<file path="src/gpio_port_pkg.sv">
// Constants for the eight-pin configurable I/O port: register map,
// field layouts, drive-mode and interrupt-type codes, reset values.
// Assumes a 32-bit Avalon-MM slave port with byte addresses.
//
// Functional notes
// - Open-drain modes float for one data value and drive strongly for the other.
// - Strong mode drives both data values; input use is not intended.
// - Mode 7 always drives through a resistor: up for high, down for low.
// - Every configuration register exists in port form; the pin-form fields use one bit per pin.
// - A per-pin register holds eight common bits; both forms share state.
// - Bidirectional pins switch between high-Z digital and their mode by aux output enable.
// - The aux control bus carries sixteen output enables, each routable to pins.
// - Per-pin slew select applies only in strong and open-drain modes.
// - All eight pins feed one port interrupt unit with one request.
// - Interrupt type per pin: rising, falling, both edges, or disabled.
// - A configured edge sets the pin's status bit and raises the request.
// - Edge detection and request logic keep running in all low-power modes.
// - No level-sensitive triggering is offered by the interrupt unit.
// - Input threshold per port: CMOS by default, LVTTL optional.
// - Per-pin input buffer disable in any mode removes the digital input.
// - Each special pin selects supply high level or regulated high output.
// - Special pins pair on one reference with four selectable thresholds.
// - Special pins offer an input hysteresis enable.
// - During reset every pin is held in high-Z analog mode.
// - At reset release the stored reset configuration loads: high-Z, pull-up or pull-down.
// - Pins keep their drive state in low-power modes until changed or reset.
// - Drive-mode codes 0..7 as listed: analog, digital, PU, PD, ODL, ODH, strong, PUPD.
// - Pin state readback and output latch are separate; reads never alter the latch.

`default_nettype none

package gpio_port_pkg;

   localparam int NUM_PINS = 8;
   localparam int ADDR_W   = 8;

   // ------------------------------------------------------------------
   // Register byte offsets
   // ------------------------------------------------------------------
   localparam logic [7:0] OFS_OUTPUT_LATCH = 8'h00;
   localparam logic [7:0] OFS_PIN_STATE    = 8'h04;
   localparam logic [7:0] OFS_DRIVE_MODE0  = 8'h08;
   localparam logic [7:0] OFS_DRIVE_MODE1  = 8'h0c;
   localparam logic [7:0] OFS_DRIVE_MODE2  = 8'h10;
   localparam logic [7:0] OFS_SLEW         = 8'h14;
   localparam logic [7:0] OFS_BUF_DISABLE  = 8'h18;
   localparam logic [7:0] OFS_BIDIR_EN     = 8'h1c;
   localparam logic [7:0] OFS_OE_SELECT    = 8'h20;
   localparam logic [7:0] OFS_INT_TYPE     = 8'h24;
   localparam logic [7:0] OFS_INT_STATUS   = 8'h28;
   localparam logic [7:0] OFS_PORT_CFG     = 8'h2c;
   localparam logic [7:0] OFS_RESET_CFG    = 8'h30;
   localparam logic [7:0] OFS_SPECIAL_CFG  = 8'h34;
   localparam logic [2:0] PIN_FORM_REGION  = 3'h2;   // address[7:5], pins at 0x40 + 4*pin

   // ------------------------------------------------------------------
   // Pin-form field positions
   // ------------------------------------------------------------------
   localparam int PF_LATCH  = 0;
   localparam int PF_STATE  = 1;
   localparam int PF_DM_LO  = 2;
   localparam int PF_SLEW   = 5;
   localparam int PF_BIDIR  = 6;
   localparam int PF_BUFDIS = 7;

   // Special-pin configuration fields
   localparam int SC_VREG_LO   = 0;
   localparam int SC_HYST_LO   = 8;
   localparam int SC_THRESH_LO = 16;

   // ------------------------------------------------------------------
   // Codes
   // ------------------------------------------------------------------
   localparam logic [2:0] DM_HIZ_ANALOG  = 3'h0;
   localparam logic [2:0] DM_HIZ_DIGITAL = 3'h1;
   localparam logic [2:0] DM_PULL_UP     = 3'h2;
   localparam logic [2:0] DM_PULL_DOWN   = 3'h3;
   localparam logic [2:0] DM_OD_LOW      = 3'h4;
   localparam logic [2:0] DM_OD_HIGH     = 3'h5;
   localparam logic [2:0] DM_STRONG      = 3'h6;
   localparam logic [2:0] DM_PULL_UPDOWN = 3'h7;

   localparam logic [1:0] IT_DISABLED = 2'h0;
   localparam logic [1:0] IT_RISING   = 2'h1;
   localparam logic [1:0] IT_FALLING  = 2'h2;
   localparam logic [1:0] IT_BOTH     = 2'h3;

   localparam logic [1:0] RC_HIZ       = 2'h0;
   localparam logic [1:0] RC_PULL_UP   = 2'h1;
   localparam logic [1:0] RC_PULL_DOWN = 2'h2;

   localparam logic [31:0] RST_ZERO = 32'h0000_0000;

endpackage : gpio_port_pkg

`default_nettype wire

</file>
<file path="src/configurable_io_port.sv">
// Eight-pin configurable I/O port: drive modes, bidirectional switching,
// edge interrupts, input buffer and special-pin settings, Avalon-MM slave.
// Assumes aux enables are synchronous inputs; pin inputs pass a two-flop synchroniser; the pad
// resolves pin level from out, output-enable and pull controls.
//
// The Avalon-MM register port and the placing of the registers were decided locally.

`timescale 1ns/10ps
`default_nettype none

module configurable_io_port (
   input  wire logic        clk_i,
   input  wire logic        rst_b_i,
   // Avalon-MM slave
   input  wire logic [7:0]  address_i,
   input  wire logic        read_i,
   input  wire logic        write_i,
   input  wire logic [31:0] writedata_i,
   input  wire logic [3:0]  byteenable_i,
   output logic             waitrequest_o,
   output logic [31:0]      readdata_o,
   // Stored reset configuration from nonvolatile storage
   input  wire logic [1:0]  nv_reset_cfg_i,
   // Auxiliary output-enable bus
   input  wire logic [15:0] aux_oe_i,
   // Pads
   input  wire logic [7:0]  pin_i,
   output logic [7:0]       pin_o,
   output logic [7:0]       pin_oe_b_o,
   output logic [7:0]       pin_pull_up_o,
   output logic [7:0]       pin_pull_down_o,
   output logic [7:0]       pin_ibuf_en_o,
   output logic [7:0]       pin_slow_o,
   output logic             lvttl_o,
   output logic [7:0]       vreg_sel_o,
   output logic [7:0]       hyst_en_o,
   output logic [7:0]       pair_thresh_o,
   // Port interrupt request
   output logic             irq_o
);

   typedef enum logic [1:0] {ST_RESET, ST_LOAD, ST_RUN} port_state_t;

   port_state_t  st_q;
   logic         ack_q;
   logic [31:0]  readdata_q;
   logic [7:0]   latch_q, latch_d;
   logic [7:0]   dm0_q, dm0_d;
   logic [7:0]   dm1_q, dm1_d;
   logic [7:0]   dm2_q, dm2_d;
   logic [7:0]   slew_q, slew_d;
   logic [7:0]   bidir_q, bidir_d;
   logic [7:0]   bufdis_q, bufdis_d;
   logic [31:0]  oesel_q;
   logic [15:0]  inttype_q;
   logic [7:0]   status_q;
   logic         lvttl_q;
   logic [1:0]   rstcfg_q;
   logic [23:0]  special_q;
   logic [7:0]   sync1_q, sync2_q, prev_q;
   logic [7:0]   gated_in;
   logic [7:0]   ibuf_en;
   logic [7:0]   edge_evt;
   logic [7:0]   out_q, oe_b_q, pu_q, pd_q, slow_q;

   function automatic logic [31:0] merge(input logic [31:0] old_v,
                                         input logic [31:0] new_v,
                                         input logic [3:0]  be);
      logic [31:0] m;
      m = {{8{be[3]}}, {8{be[2]}}, {8{be[1]}}, {8{be[0]}}};
      return (old_v & ~m) | (new_v & m);
   endfunction : merge

   // ------------------------------------------------------------------
   // Bus decode
   // ------------------------------------------------------------------
   // One wait cycle per access in ST_RUN: the answer comes one edge later,
   // which keeps read data registered and read-clear side effects simple.
   wire        req        = read_i | write_i;
   wire        run        = (st_q == ST_RUN);
   wire        done       = req & ack_q;
   wire        wr_done    = write_i & done;
   wire        rd_done    = read_i & done;
   wire        sel_latch  = (address_i == gpio_port_pkg::OFS_OUTPUT_LATCH);
   wire        sel_state  = (address_i == gpio_port_pkg::OFS_PIN_STATE);
   wire        sel_dm0    = (address_i == gpio_port_pkg::OFS_DRIVE_MODE0);
   wire        sel_dm1    = (address_i == gpio_port_pkg::OFS_DRIVE_MODE1);
   wire        sel_dm2    = (address_i == gpio_port_pkg::OFS_DRIVE_MODE2);
   wire        sel_slew   = (address_i == gpio_port_pkg::OFS_SLEW);
   wire        sel_bufdis = (address_i == gpio_port_pkg::OFS_BUF_DISABLE);
   wire        sel_bidir  = (address_i == gpio_port_pkg::OFS_BIDIR_EN);
   wire        sel_oesel  = (address_i == gpio_port_pkg::OFS_OE_SELECT);
   wire        sel_itype  = (address_i == gpio_port_pkg::OFS_INT_TYPE);
   wire        sel_status = (address_i == gpio_port_pkg::OFS_INT_STATUS);
   wire        sel_pcfg   = (address_i == gpio_port_pkg::OFS_PORT_CFG);
   wire        sel_rcfg   = (address_i == gpio_port_pkg::OFS_RESET_CFG);
   wire        sel_spec   = (address_i == gpio_port_pkg::OFS_SPECIAL_CFG);
   wire        sel_pin    = (address_i[7:5] == gpio_port_pkg::PIN_FORM_REGION) & (address_i[1:0] == 2'h0);
   wire [2:0]  pidx       = address_i[4:2];
   wire        wr_lo      = wr_done & byteenable_i[0];
   wire [31:0] wd         = writedata_i;

   // Byte-lane merges for the wide registers, cut back to register width
   wire [31:0] itype_merged = merge({16'h0000, inttype_q}, wd, byteenable_i);
   wire [31:0] spec_merged  = merge({8'h00, special_q}, wd, byteenable_i);

   assign waitrequest_o = req & ~ack_q;
   assign readdata_o    = readdata_q;

   // Pin-form view of one pin
   wire [7:0] pin_form_rd = {bufdis_q[pidx], bidir_q[pidx], slew_q[pidx], dm2_q[pidx],
                             dm1_q[pidx], dm0_q[pidx], gated_in[pidx], latch_q[pidx]};

   // Read mux; unmapped addresses read as zero
   wire [31:0] rd_word =
      sel_latch  ? {24'h000000, latch_q}                :
      sel_state  ? {24'h000000, gated_in}               :
      sel_dm0    ? {24'h000000, dm0_q}                  :
      sel_dm1    ? {24'h000000, dm1_q}                  :
      sel_dm2    ? {24'h000000, dm2_q}                  :
      sel_slew   ? {24'h000000, slew_q}                 :
      sel_bufdis ? {24'h000000, bufdis_q}               :
      sel_bidir  ? {24'h000000, bidir_q}                :
      sel_oesel  ? oesel_q                              :
      sel_itype  ? {16'h0000, inttype_q}                :
      sel_status ? {24'h000000, status_q}               :
      sel_pcfg   ? {31'h00000000, lvttl_q}              :
      sel_rcfg   ? {30'h00000000, rstcfg_q}             :
      sel_spec   ? {8'h00, special_q}                   :
      sel_pin    ? {24'h000000, pin_form_rd}            :
                   32'h0000_0000;

   // ------------------------------------------------------------------
   // Sequencing and bus handshake
   // ------------------------------------------------------------------
   always_ff @(posedge clk_i) begin
      if (!rst_b_i) begin
         st_q       <= ST_RESET;
         ack_q      <= 1'b0;
         readdata_q <= gpio_port_pkg::RST_ZERO;
      end else begin
         case (st_q)
            ST_RESET: st_q <= ST_LOAD;
            ST_LOAD:  st_q <= ST_RUN;
            ST_RUN:   st_q <= ST_RUN;
            default:  st_q <= ST_RESET;
         endcase
         ack_q <= req & ~ack_q & run;
         if (read_i & ~ack_q)
            readdata_q <= rd_word;
      end
   end

   // ------------------------------------------------------------------
   // Port-form and pin-form writes share one set of bit planes
   // ------------------------------------------------------------------
   wire load_cfg = (st_q == ST_LOAD);
   wire pin_wr   = wr_lo & sel_pin;

   always_comb begin
      latch_d  = latch_q;
      dm0_d    = dm0_q;
      dm1_d    = dm1_q;
      dm2_d    = dm2_q;
      slew_d   = slew_q;
      bidir_d  = bidir_q;
      bufdis_d = bufdis_q;
      if (load_cfg) begin
         // Stored reset data picks pull-up or pull-down for the whole port
         if (nv_reset_cfg_i == gpio_port_pkg::RC_PULL_UP) begin
            latch_d = 8'hff;
            {dm2_d, dm1_d, dm0_d} = {8'h00, 8'hff, 8'h00};
         end else if (nv_reset_cfg_i == gpio_port_pkg::RC_PULL_DOWN) begin
            latch_d = 8'h00;
            {dm2_d, dm1_d, dm0_d} = {8'h00, 8'hff, 8'hff};
         end
      end else if (pin_wr) begin
         latch_d[pidx]  = wd[gpio_port_pkg::PF_LATCH];
         dm0_d[pidx]    = wd[gpio_port_pkg::PF_DM_LO];
         dm1_d[pidx]    = wd[gpio_port_pkg::PF_DM_LO + 1];
         dm2_d[pidx]    = wd[gpio_port_pkg::PF_DM_LO + 2];
         slew_d[pidx]   = wd[gpio_port_pkg::PF_SLEW];
         bidir_d[pidx]  = wd[gpio_port_pkg::PF_BIDIR];
         bufdis_d[pidx] = wd[gpio_port_pkg::PF_BUFDIS];
      end else if (wr_lo) begin
         if (sel_latch)  latch_d  = wd[7:0];
         if (sel_dm0)    dm0_d    = wd[7:0];
         if (sel_dm1)    dm1_d    = wd[7:0];
         if (sel_dm2)    dm2_d    = wd[7:0];
         if (sel_slew)   slew_d   = wd[7:0];
         if (sel_bidir)  bidir_d  = wd[7:0];
         if (sel_bufdis) bufdis_d = wd[7:0];
      end
   end

   // Read of the status register clears it; a new edge in the same
   // cycle survives, but one from the wait cycle before is cleared unread.
   wire [7:0] status_clr = (rd_done & sel_status) ? 8'hff : 8'h00;
   wire [7:0] status_d   = (status_q & ~status_clr) | edge_evt;

   // ------------------------------------------------------------------
   // Configuration registers
   // ------------------------------------------------------------------
   // No clock gating anywhere: interrupt logic and held drive state keep
   // working through any low-power mode as long as clk_i runs.
   always_ff @(posedge clk_i) begin
      if (!rst_b_i) begin
         latch_q   <= 8'h00;
         dm0_q     <= 8'h00;
         dm1_q     <= 8'h00;
         dm2_q     <= 8'h00;
         slew_q    <= 8'h00;
         bidir_q   <= 8'h00;
         bufdis_q  <= 8'h00;
         oesel_q   <= gpio_port_pkg::RST_ZERO;
         inttype_q <= 16'h0000;
         status_q  <= 8'h00;
         lvttl_q   <= 1'b0;
         rstcfg_q  <= gpio_port_pkg::RC_HIZ;
         special_q <= 24'h000000;
      end else begin
         latch_q   <= latch_d;
         dm0_q     <= dm0_d;
         dm1_q     <= dm1_d;
         dm2_q     <= dm2_d;
         slew_q    <= slew_d;
         bidir_q   <= bidir_d;
         bufdis_q  <= bufdis_d;
         status_q  <= status_d;
         if (load_cfg)
            rstcfg_q <= nv_reset_cfg_i;
         if (wr_done & sel_oesel)
            oesel_q <= merge(oesel_q, wd, byteenable_i);
         if (wr_done & sel_itype)
            inttype_q <= itype_merged[15:0];
         if (wr_lo & sel_pcfg)
            lvttl_q <= wd[0];
         if (wr_done & sel_spec)
            special_q <= spec_merged[23:0];
      end
   end

   // ------------------------------------------------------------------
   // Per-pin drive, input and edge logic
   // ------------------------------------------------------------------
   genvar g;
   generate
      for (g = 0; g < gpio_port_pkg::NUM_PINS; g++) begin : g_pin
         wire [2:0] mode     = {dm2_q[g], dm1_q[g], dm0_q[g]};
         wire [3:0] oe_line  = oesel_q[4*g +: 4];
         wire       aux_en   = aux_oe_i[oe_line];
         // Bidirectional pin falls back to high-Z digital while its enable is low
         wire [2:0] eff_mode = (bidir_q[g] & ~aux_en) ? gpio_port_pkg::DM_HIZ_DIGITAL : mode;
         wire       dat      = latch_q[g];
         logic      drv, pu, pd, slow_ok;
         wire [1:0] itype    = inttype_q[2*g +: 2];

         always_comb begin
            drv     = 1'b0;
            pu      = 1'b0;
            pd      = 1'b0;
            slow_ok = 1'b0;
            case (eff_mode)
               gpio_port_pkg::DM_PULL_UP: begin
                  drv = ~dat;
                  pu  = dat;
               end
               gpio_port_pkg::DM_PULL_DOWN: begin
                  drv = dat;
                  pd  = ~dat;
               end
               gpio_port_pkg::DM_OD_LOW: begin
                  drv     = ~dat;
                  slow_ok = 1'b1;
               end
               gpio_port_pkg::DM_OD_HIGH: begin
                  drv     = dat;
                  slow_ok = 1'b1;
               end
               gpio_port_pkg::DM_STRONG: begin
                  drv     = 1'b1;
                  slow_ok = 1'b1;
               end
               gpio_port_pkg::DM_PULL_UPDOWN: begin
                  pu = dat;
                  pd = ~dat;
               end
               default: begin
                  drv = 1'b0;
               end
            endcase
         end

         // Analog mode and a disabled buffer both cut the digital input
         assign ibuf_en[g]  = ~bufdis_q[g] & (eff_mode != gpio_port_pkg::DM_HIZ_ANALOG);
         assign gated_in[g] = sync2_q[g] & ibuf_en[g];
         // Edges only; a held level never retriggers
         assign edge_evt[g] = ((itype == gpio_port_pkg::IT_RISING  |  itype == gpio_port_pkg::IT_BOTH)
                                 & gated_in[g] & ~prev_q[g])
                            | ((itype == gpio_port_pkg::IT_FALLING |  itype == gpio_port_pkg::IT_BOTH)
                                 & ~gated_in[g] & prev_q[g]);

         always_ff @(posedge clk_i) begin
            if (!rst_b_i) begin
               out_q[g]  <= 1'b0;
               oe_b_q[g] <= 1'b1;
               pu_q[g]   <= 1'b0;
               pd_q[g]   <= 1'b0;
               slow_q[g] <= 1'b0;
               sync1_q[g] <= 1'b0;
               sync2_q[g] <= 1'b0;
               prev_q[g]  <= 1'b0;
            end else begin
               out_q[g]   <= dat;
               oe_b_q[g]  <= ~drv;
               pu_q[g]    <= pu;
               pd_q[g]    <= pd;
               slow_q[g]  <= slew_q[g] & slow_ok;
               sync1_q[g] <= pin_i[g];
               sync2_q[g] <= sync1_q[g];
               prev_q[g]  <= gated_in[g];
            end
         end
      end
   endgenerate

   // ------------------------------------------------------------------
   // Outputs
   // ------------------------------------------------------------------
   assign pin_o           = out_q;
   assign pin_oe_b_o      = oe_b_q;
   assign pin_pull_up_o   = pu_q;
   assign pin_pull_down_o = pd_q;
   assign pin_ibuf_en_o   = ibuf_en;
   assign pin_slow_o      = slow_q;
   assign lvttl_o         = lvttl_q;
   assign vreg_sel_o      = special_q[gpio_port_pkg::SC_VREG_LO +: 8];
   assign hyst_en_o       = special_q[gpio_port_pkg::SC_HYST_LO +: 8];
   assign pair_thresh_o   = special_q[gpio_port_pkg::SC_THRESH_LO +: 8];
   assign irq_o           = |status_q;

endmodule : configurable_io_port

`default_nettype wire

</file>
<file path="config.mk">
export PLATFORM = sky130hd
export DESIGN_NAME = configurable_io_port
export DESIGN_NICKNAME = d
export VERILOG_FILES = /design/src/gpio_port_pkg.sv /design/src/configurable_io_port.sv
export SDC_FILE = /design/constraint.sdc
export NUM_CORES = 1
export LEC_CHECK = 0
export BUFFER_PORTS_ARGS = -buffer_cell sky130_fd_sc_hd__buf_2
export CELL_PAD_IN_SITES_DETAIL_PLACEMENT = 0
export CELL_PAD_IN_SITES_GLOBAL_PLACEMENT = 1
export CORE_MARGIN = 5
export CORE_UTILIZATION = 43
export DETAILED_ROUTE_END_ITERATION = 12
export GPL_TIMING_DRIVEN = 0
export HOLD_SLACK_MARGIN = 0.15
export PLACE_DENSITY_LB_ADDON = 0.1
export RECOVER_POWER = 50
export SETUP_SLACK_MARGIN = 0.2
export SLEW_MARGIN = 20
export SYNTH_ARGS = -nofsm -noshare
export SYNTH_HDL_FRONTEND = slang
export SYNTH_SLANG_ARGS = --single-unit
</file>
<file path="constraint.sdc">
create_clock -name clk_i -period 3.2 [get_ports clk_i]
set_input_delay 0.32 -clock clk_i [delete_from_list [all_inputs] [get_ports clk_i]]
set_output_delay 0.32 -clock clk_i [all_outputs]
set_load 0.02 [all_outputs]
</file>
* Word level (Yosys, flattened, before mapping)
Cells that the tools add are included.
** Storage, ports and cells
- Register bits :: 238
- Bits of input ports :: 74
- Output and inout bits :: 107
- Logic and storage cells :: 544
** Cells by class
- Equality and inequality tests :: 91
- Bitwise operators :: 164
- Reductions and logical operators :: 86
- Order comparisons :: 10
- Mux-type cells :: 113
** Operator list (count)
- 32-bit 2-to-1 mux :: 9
- 8-bit 2-to-1 mux :: 33
- 24-bit 2-to-1 mux :: 5
- 3-bit == test, second input constant :: 32
- 1-bit AND :: 78
- 2-bit OR reduction :: 33
- 32-bit AND :: 2
- 8-bit bitwise mux :: 7
- 3-bit by 2-bit == test with 1-bit output, second input constant :: 17
- 1-bit NOT :: 50
- 8-bit by 6-bit == test with 1-bit output, second input constant :: 6
- 4-bit by 5-bit < comparator with 1-bit output, second input constant :: 8
- 3-bit nonzero test :: 13
- 2-bit == test, second input constant :: 18
- 1-bit binary-select mux with 4-bit select :: 8
- 8-bit by 5-bit == test with 1-bit output, second input constant :: 4
- 32-bit NOT :: 1
- 32-bit bitwise OR :: 1
- 2-bit AND reduction :: 16
- 1-bit 2-to-1 mux :: 25
- 1-bit bitwise OR :: 25
- 24-bit AND :: 1
- 1-bit binary-select mux with 3-bit select :: 8
- 3-bit 2-to-1 mux :: 8
- other kinds (22) :: 56

* Longest topological paths before layout
- Word-level depth :: 25
- Depth in mapped cells :: 11
- Gate-level depth less buffers :: 8

* Worst setup path after synthesis
OpenSTA, ideal clock, no wires.
- Kind :: reg2reg
- From :: reg with a tool-made name
- To :: reg readdata_q[1] (netlist: readdata_o[1])
- Buffers on the path :: 1
- Setup time :: 0.096 ns
- Arrival time :: 2.763 ns
- Stages on the path, launching flop included :: 9
- Clock period less this slack :: 2.858 ns
- Required time :: 3.104 ns
- Slack :: 0.342 ns
- Cells stage by stage :: dfxtp_1 > clkbuf_1 > mux4_2 > mux4_2 > or2_1 > a21oi_1 > nand3_1 > and4_1 > o41ai_2
** RTL lines
- end signal: assignment :: line configurable_io_port.sv:140 : readdata_q <= gpio_port_pkg::RST_ZERO;
- end signal: assignment :: line configurable_io_port.sv:150 : readdata_q <= rd_word;
- end: declaration :: line configurable_io_port.sv:46 : logic [31:0] readdata_q;

==> impl_metrics.yaml <==
status:
  status: "complete, no violations"
synthesis:
  synth_area_leaders: "dfxtp_1 (38%), mux4_2 (7.8%), a21oi_1 (7.6%), nand2_1 (5.5%), nor2_1 (5.1%)"
  syn_area_per_cell_sq_um: 8.21
  synth_seq_area_share: 0.383
  async_flop_share: 0
  yosys.area.top_type: "dfxtp_1"
  ys.flop_type: "dfxtp_1"
  synth_seq_cells: 238
  netlist_instances: 1517
  synth.distinct_cells: 74
  synth_top_area_share: 0.383
  yosysMostFrequentCell: "dfxtp_1"
  yosysWarnings: 0
  synth_edf_count: 0
  synth_fp_nets: 1595
  synth_common_cells: "dfxtp_1 (238), a21oi_1 (188), nand2_1 (184), nor2_1 (168), clkbuf_1 (103)"
  syn_area_sq_mm: 0.0124
route:
  drcViolationCount: 0
  antenna_left: 0
  firstDrtPassIters: 5
  via_count: 13552
  detail_route.wl_per_cell_microns: 27.5
  drt-initial-drc-count: 1667
  viasPerCell: 6.23
  routed_wl_mm: 59.8
critical_path:
  cp_slowest_stage_delay_ns: 0.53
  cp.required_ns: 2.88
  cp_common_cell: "mux4_2"
  cp_slowest_cell: "mux4_2"
  worstSetupEndpointType: "output pin"
  path_delay_family: "multiplexers"
  startpoint_type: "flip-flop"
  cp_num_buf_inv: 2
  critPathKind: "flip-flop to output pin"
  crit_arrival_ns: 2.71
  crit_chain: "buf_8 -> mux4_2 -> mux4_2 -> or2_0 -> a21oi_4 -> buf_6"
  crit_fanout: 5
sta:
  setup_viol_count_final: 0
  worst_pin_slew_ns: 1.15
  max_freq_mhz: 330
  rsz0062_at_grt: "true"
  setup_tns_ns: 0
  timing.final.crit_share: 0.946
  period_needed_ns: 3.03
  clock_skew_ns: 0.0132
  hold_violations: 0
  drv_slew: 0
  relSlewSlack: 0.236
cts:
  clk_pin_slew_ns: 0.06
  clock_latency_ns: 0.55
  clkSinkCount: 238
  cts_tree: "built"
  cts_buffers: 27
  ctsRootBufferMaster: "clkbuf_16"
  h-tree-depth: 1
  clock_path_buffers: 3
power:
  vdd_drop_max_uv: 345
  p_total_mw: 7.54
  p_leak_nw: 5.25
  pwr_density_cell_mw_per_mm2: 497
floorplan:
  dieWidth_microns: 180
  pin_count: 181
  placementRows: 62
  core_area_sq_mm: 0.0286
  start_util: 0.435
  fp.dieArea_sq_mm: 0.0325
  die_y_microns: 180
global_route:
  grt_pass1_vias: 13191
  track_usage: 0.351
  grt_max_degree: 13
  antenna_found_initial: 2
  grt_pass1_wl_mm: 87.3
  grt_overflow: 0
place:
  place.port_buffers: 175
  gp_congestion: 1.05
  place_hpwl_mm: 44.6
  placed_cells: 2077
job:
  drv_cap: 0
finish:
  syn_to_final_growth_pct: 21.8
  fillers: 2884
  instances_no_fill: 2174
  drive_gt1_frac: 0.132
  fin_nets: 1848
  insertedDiodeCount: 0
min_path:
  hold_path_class: "primary input to flip-flop"
routing by layer:
metal	vias up	track usage	wire length, microns
li1	6041	-	-
met1	6506	0.446	23400
met2	820	0.585	27700
met3	183	0.0656	5270
met4	2	0.159	3420
met5	-	0	13
area by class of cell:
class                      instances  area [sq um]  area share
buffer                           125           529      0.0349
clock buffer                      39           761      0.0502
clock inverter                    10          78.8     0.00520
inverter                          23          86.3     0.00569
multi-input combinational       1131          7260       0.479
sequential                       238          4760       0.314
tap                              384           480      0.0317
timing repair buffer             224          1210      0.0795
kinds of logic after synthesis:
kind of cell | Yosys count | synth area share
AOI/OAI and AO/OA | 444 | 0.218
and+or+nand+nor | 580 | 0.218
muxes | 94 | 0.125
xor gates and xnor gates | 9 | 0.00633
adders and majority gates | 4 | 0.00402
DFF | 238 | 0.383
buffers and inverters | 148 | 0.0465
cells in the final DEF, fill, tap and decap left out, types with 7 or more instances in the layout:
master,instances
a221oi_1,10
nor2_1,164
or3_1,8
mux2i_1,38
clkbuf_1,207
and3_1,11
o21ai_0,53
o22ai_1,16
buf_4,13
mux4_2,43
clkbuf_2,7
a22oi_1,35
a211oi_1,11
xnor2_1,7
dfxtp_1,238
a31oi_1,9
nand3_1,62
nand2b_1,20
clkbuf_16,27
nand3b_1,9
and2_0,16
a21oi_1,183
o211ai_1,8
mux2_2,8
nor4_1,8
inv_1,23
and2_1,13
o21ai_1,40
dlygate4sd3_1,34
nor3_1,27
buf_2,82
nor2b_1,11
nand2_1,184
clkinv_2,8
final timing paths:
kind / endpoint / slack, ns / startpoint / cells after the start
setup / recovery: pin_ibuf_en_o[4] / 0.17 / flip-flop / 6
hold / removal: readdata_o[0] / 0.19 / rst_b_i / 3
setup reg to reg: readdata_o[1] / 0.20 / flip-flop / 8
hold reg to reg: sync2_q[3] / 0.43 / sync1_q[3] / 1
worst min-delay path, cell delays in order:
cell and delay, ns:
clkbuf_1 0.11, nand2_1 0.16, o41ai_1 0.10
per-stage QoR:
stage,cell area (sq um),hold slack [ns],setup WS (ns),utilization
after global routing,15200,0.215,0.0985,0.530
after CTS,15200,0.176,0.201,0.531
after detailed placement,13800,0.423,-0.611,0.483
after global placement,13800,0.415,-0.655,0.482
after floorplan,12400,0.412,0.342,-
final,15200,0.194,0.172,0.530
timing repair:
| item | 4_1_cts | 5_1_grt |
|---|---|---|
| hold endpoints to repair | 58 | 0 |
| setup endpoints to repair | 94 | 70 |
| setup buffers | 7 | 7 |
| pin swaps | 5 | 8 |
| hold buffers | 34 | 0 |
| resized for setup | 37 | 27 |
report_power, final:
group / switching [mW] / internal (mW) / leakage, nW
logic: 0.986 / 0.437 / 2.91
clock network: 1.29 / 1.72 / 0.420
registers: 0.0559 / 3.04 / 1.92
(Power assumes the default switching activity.)
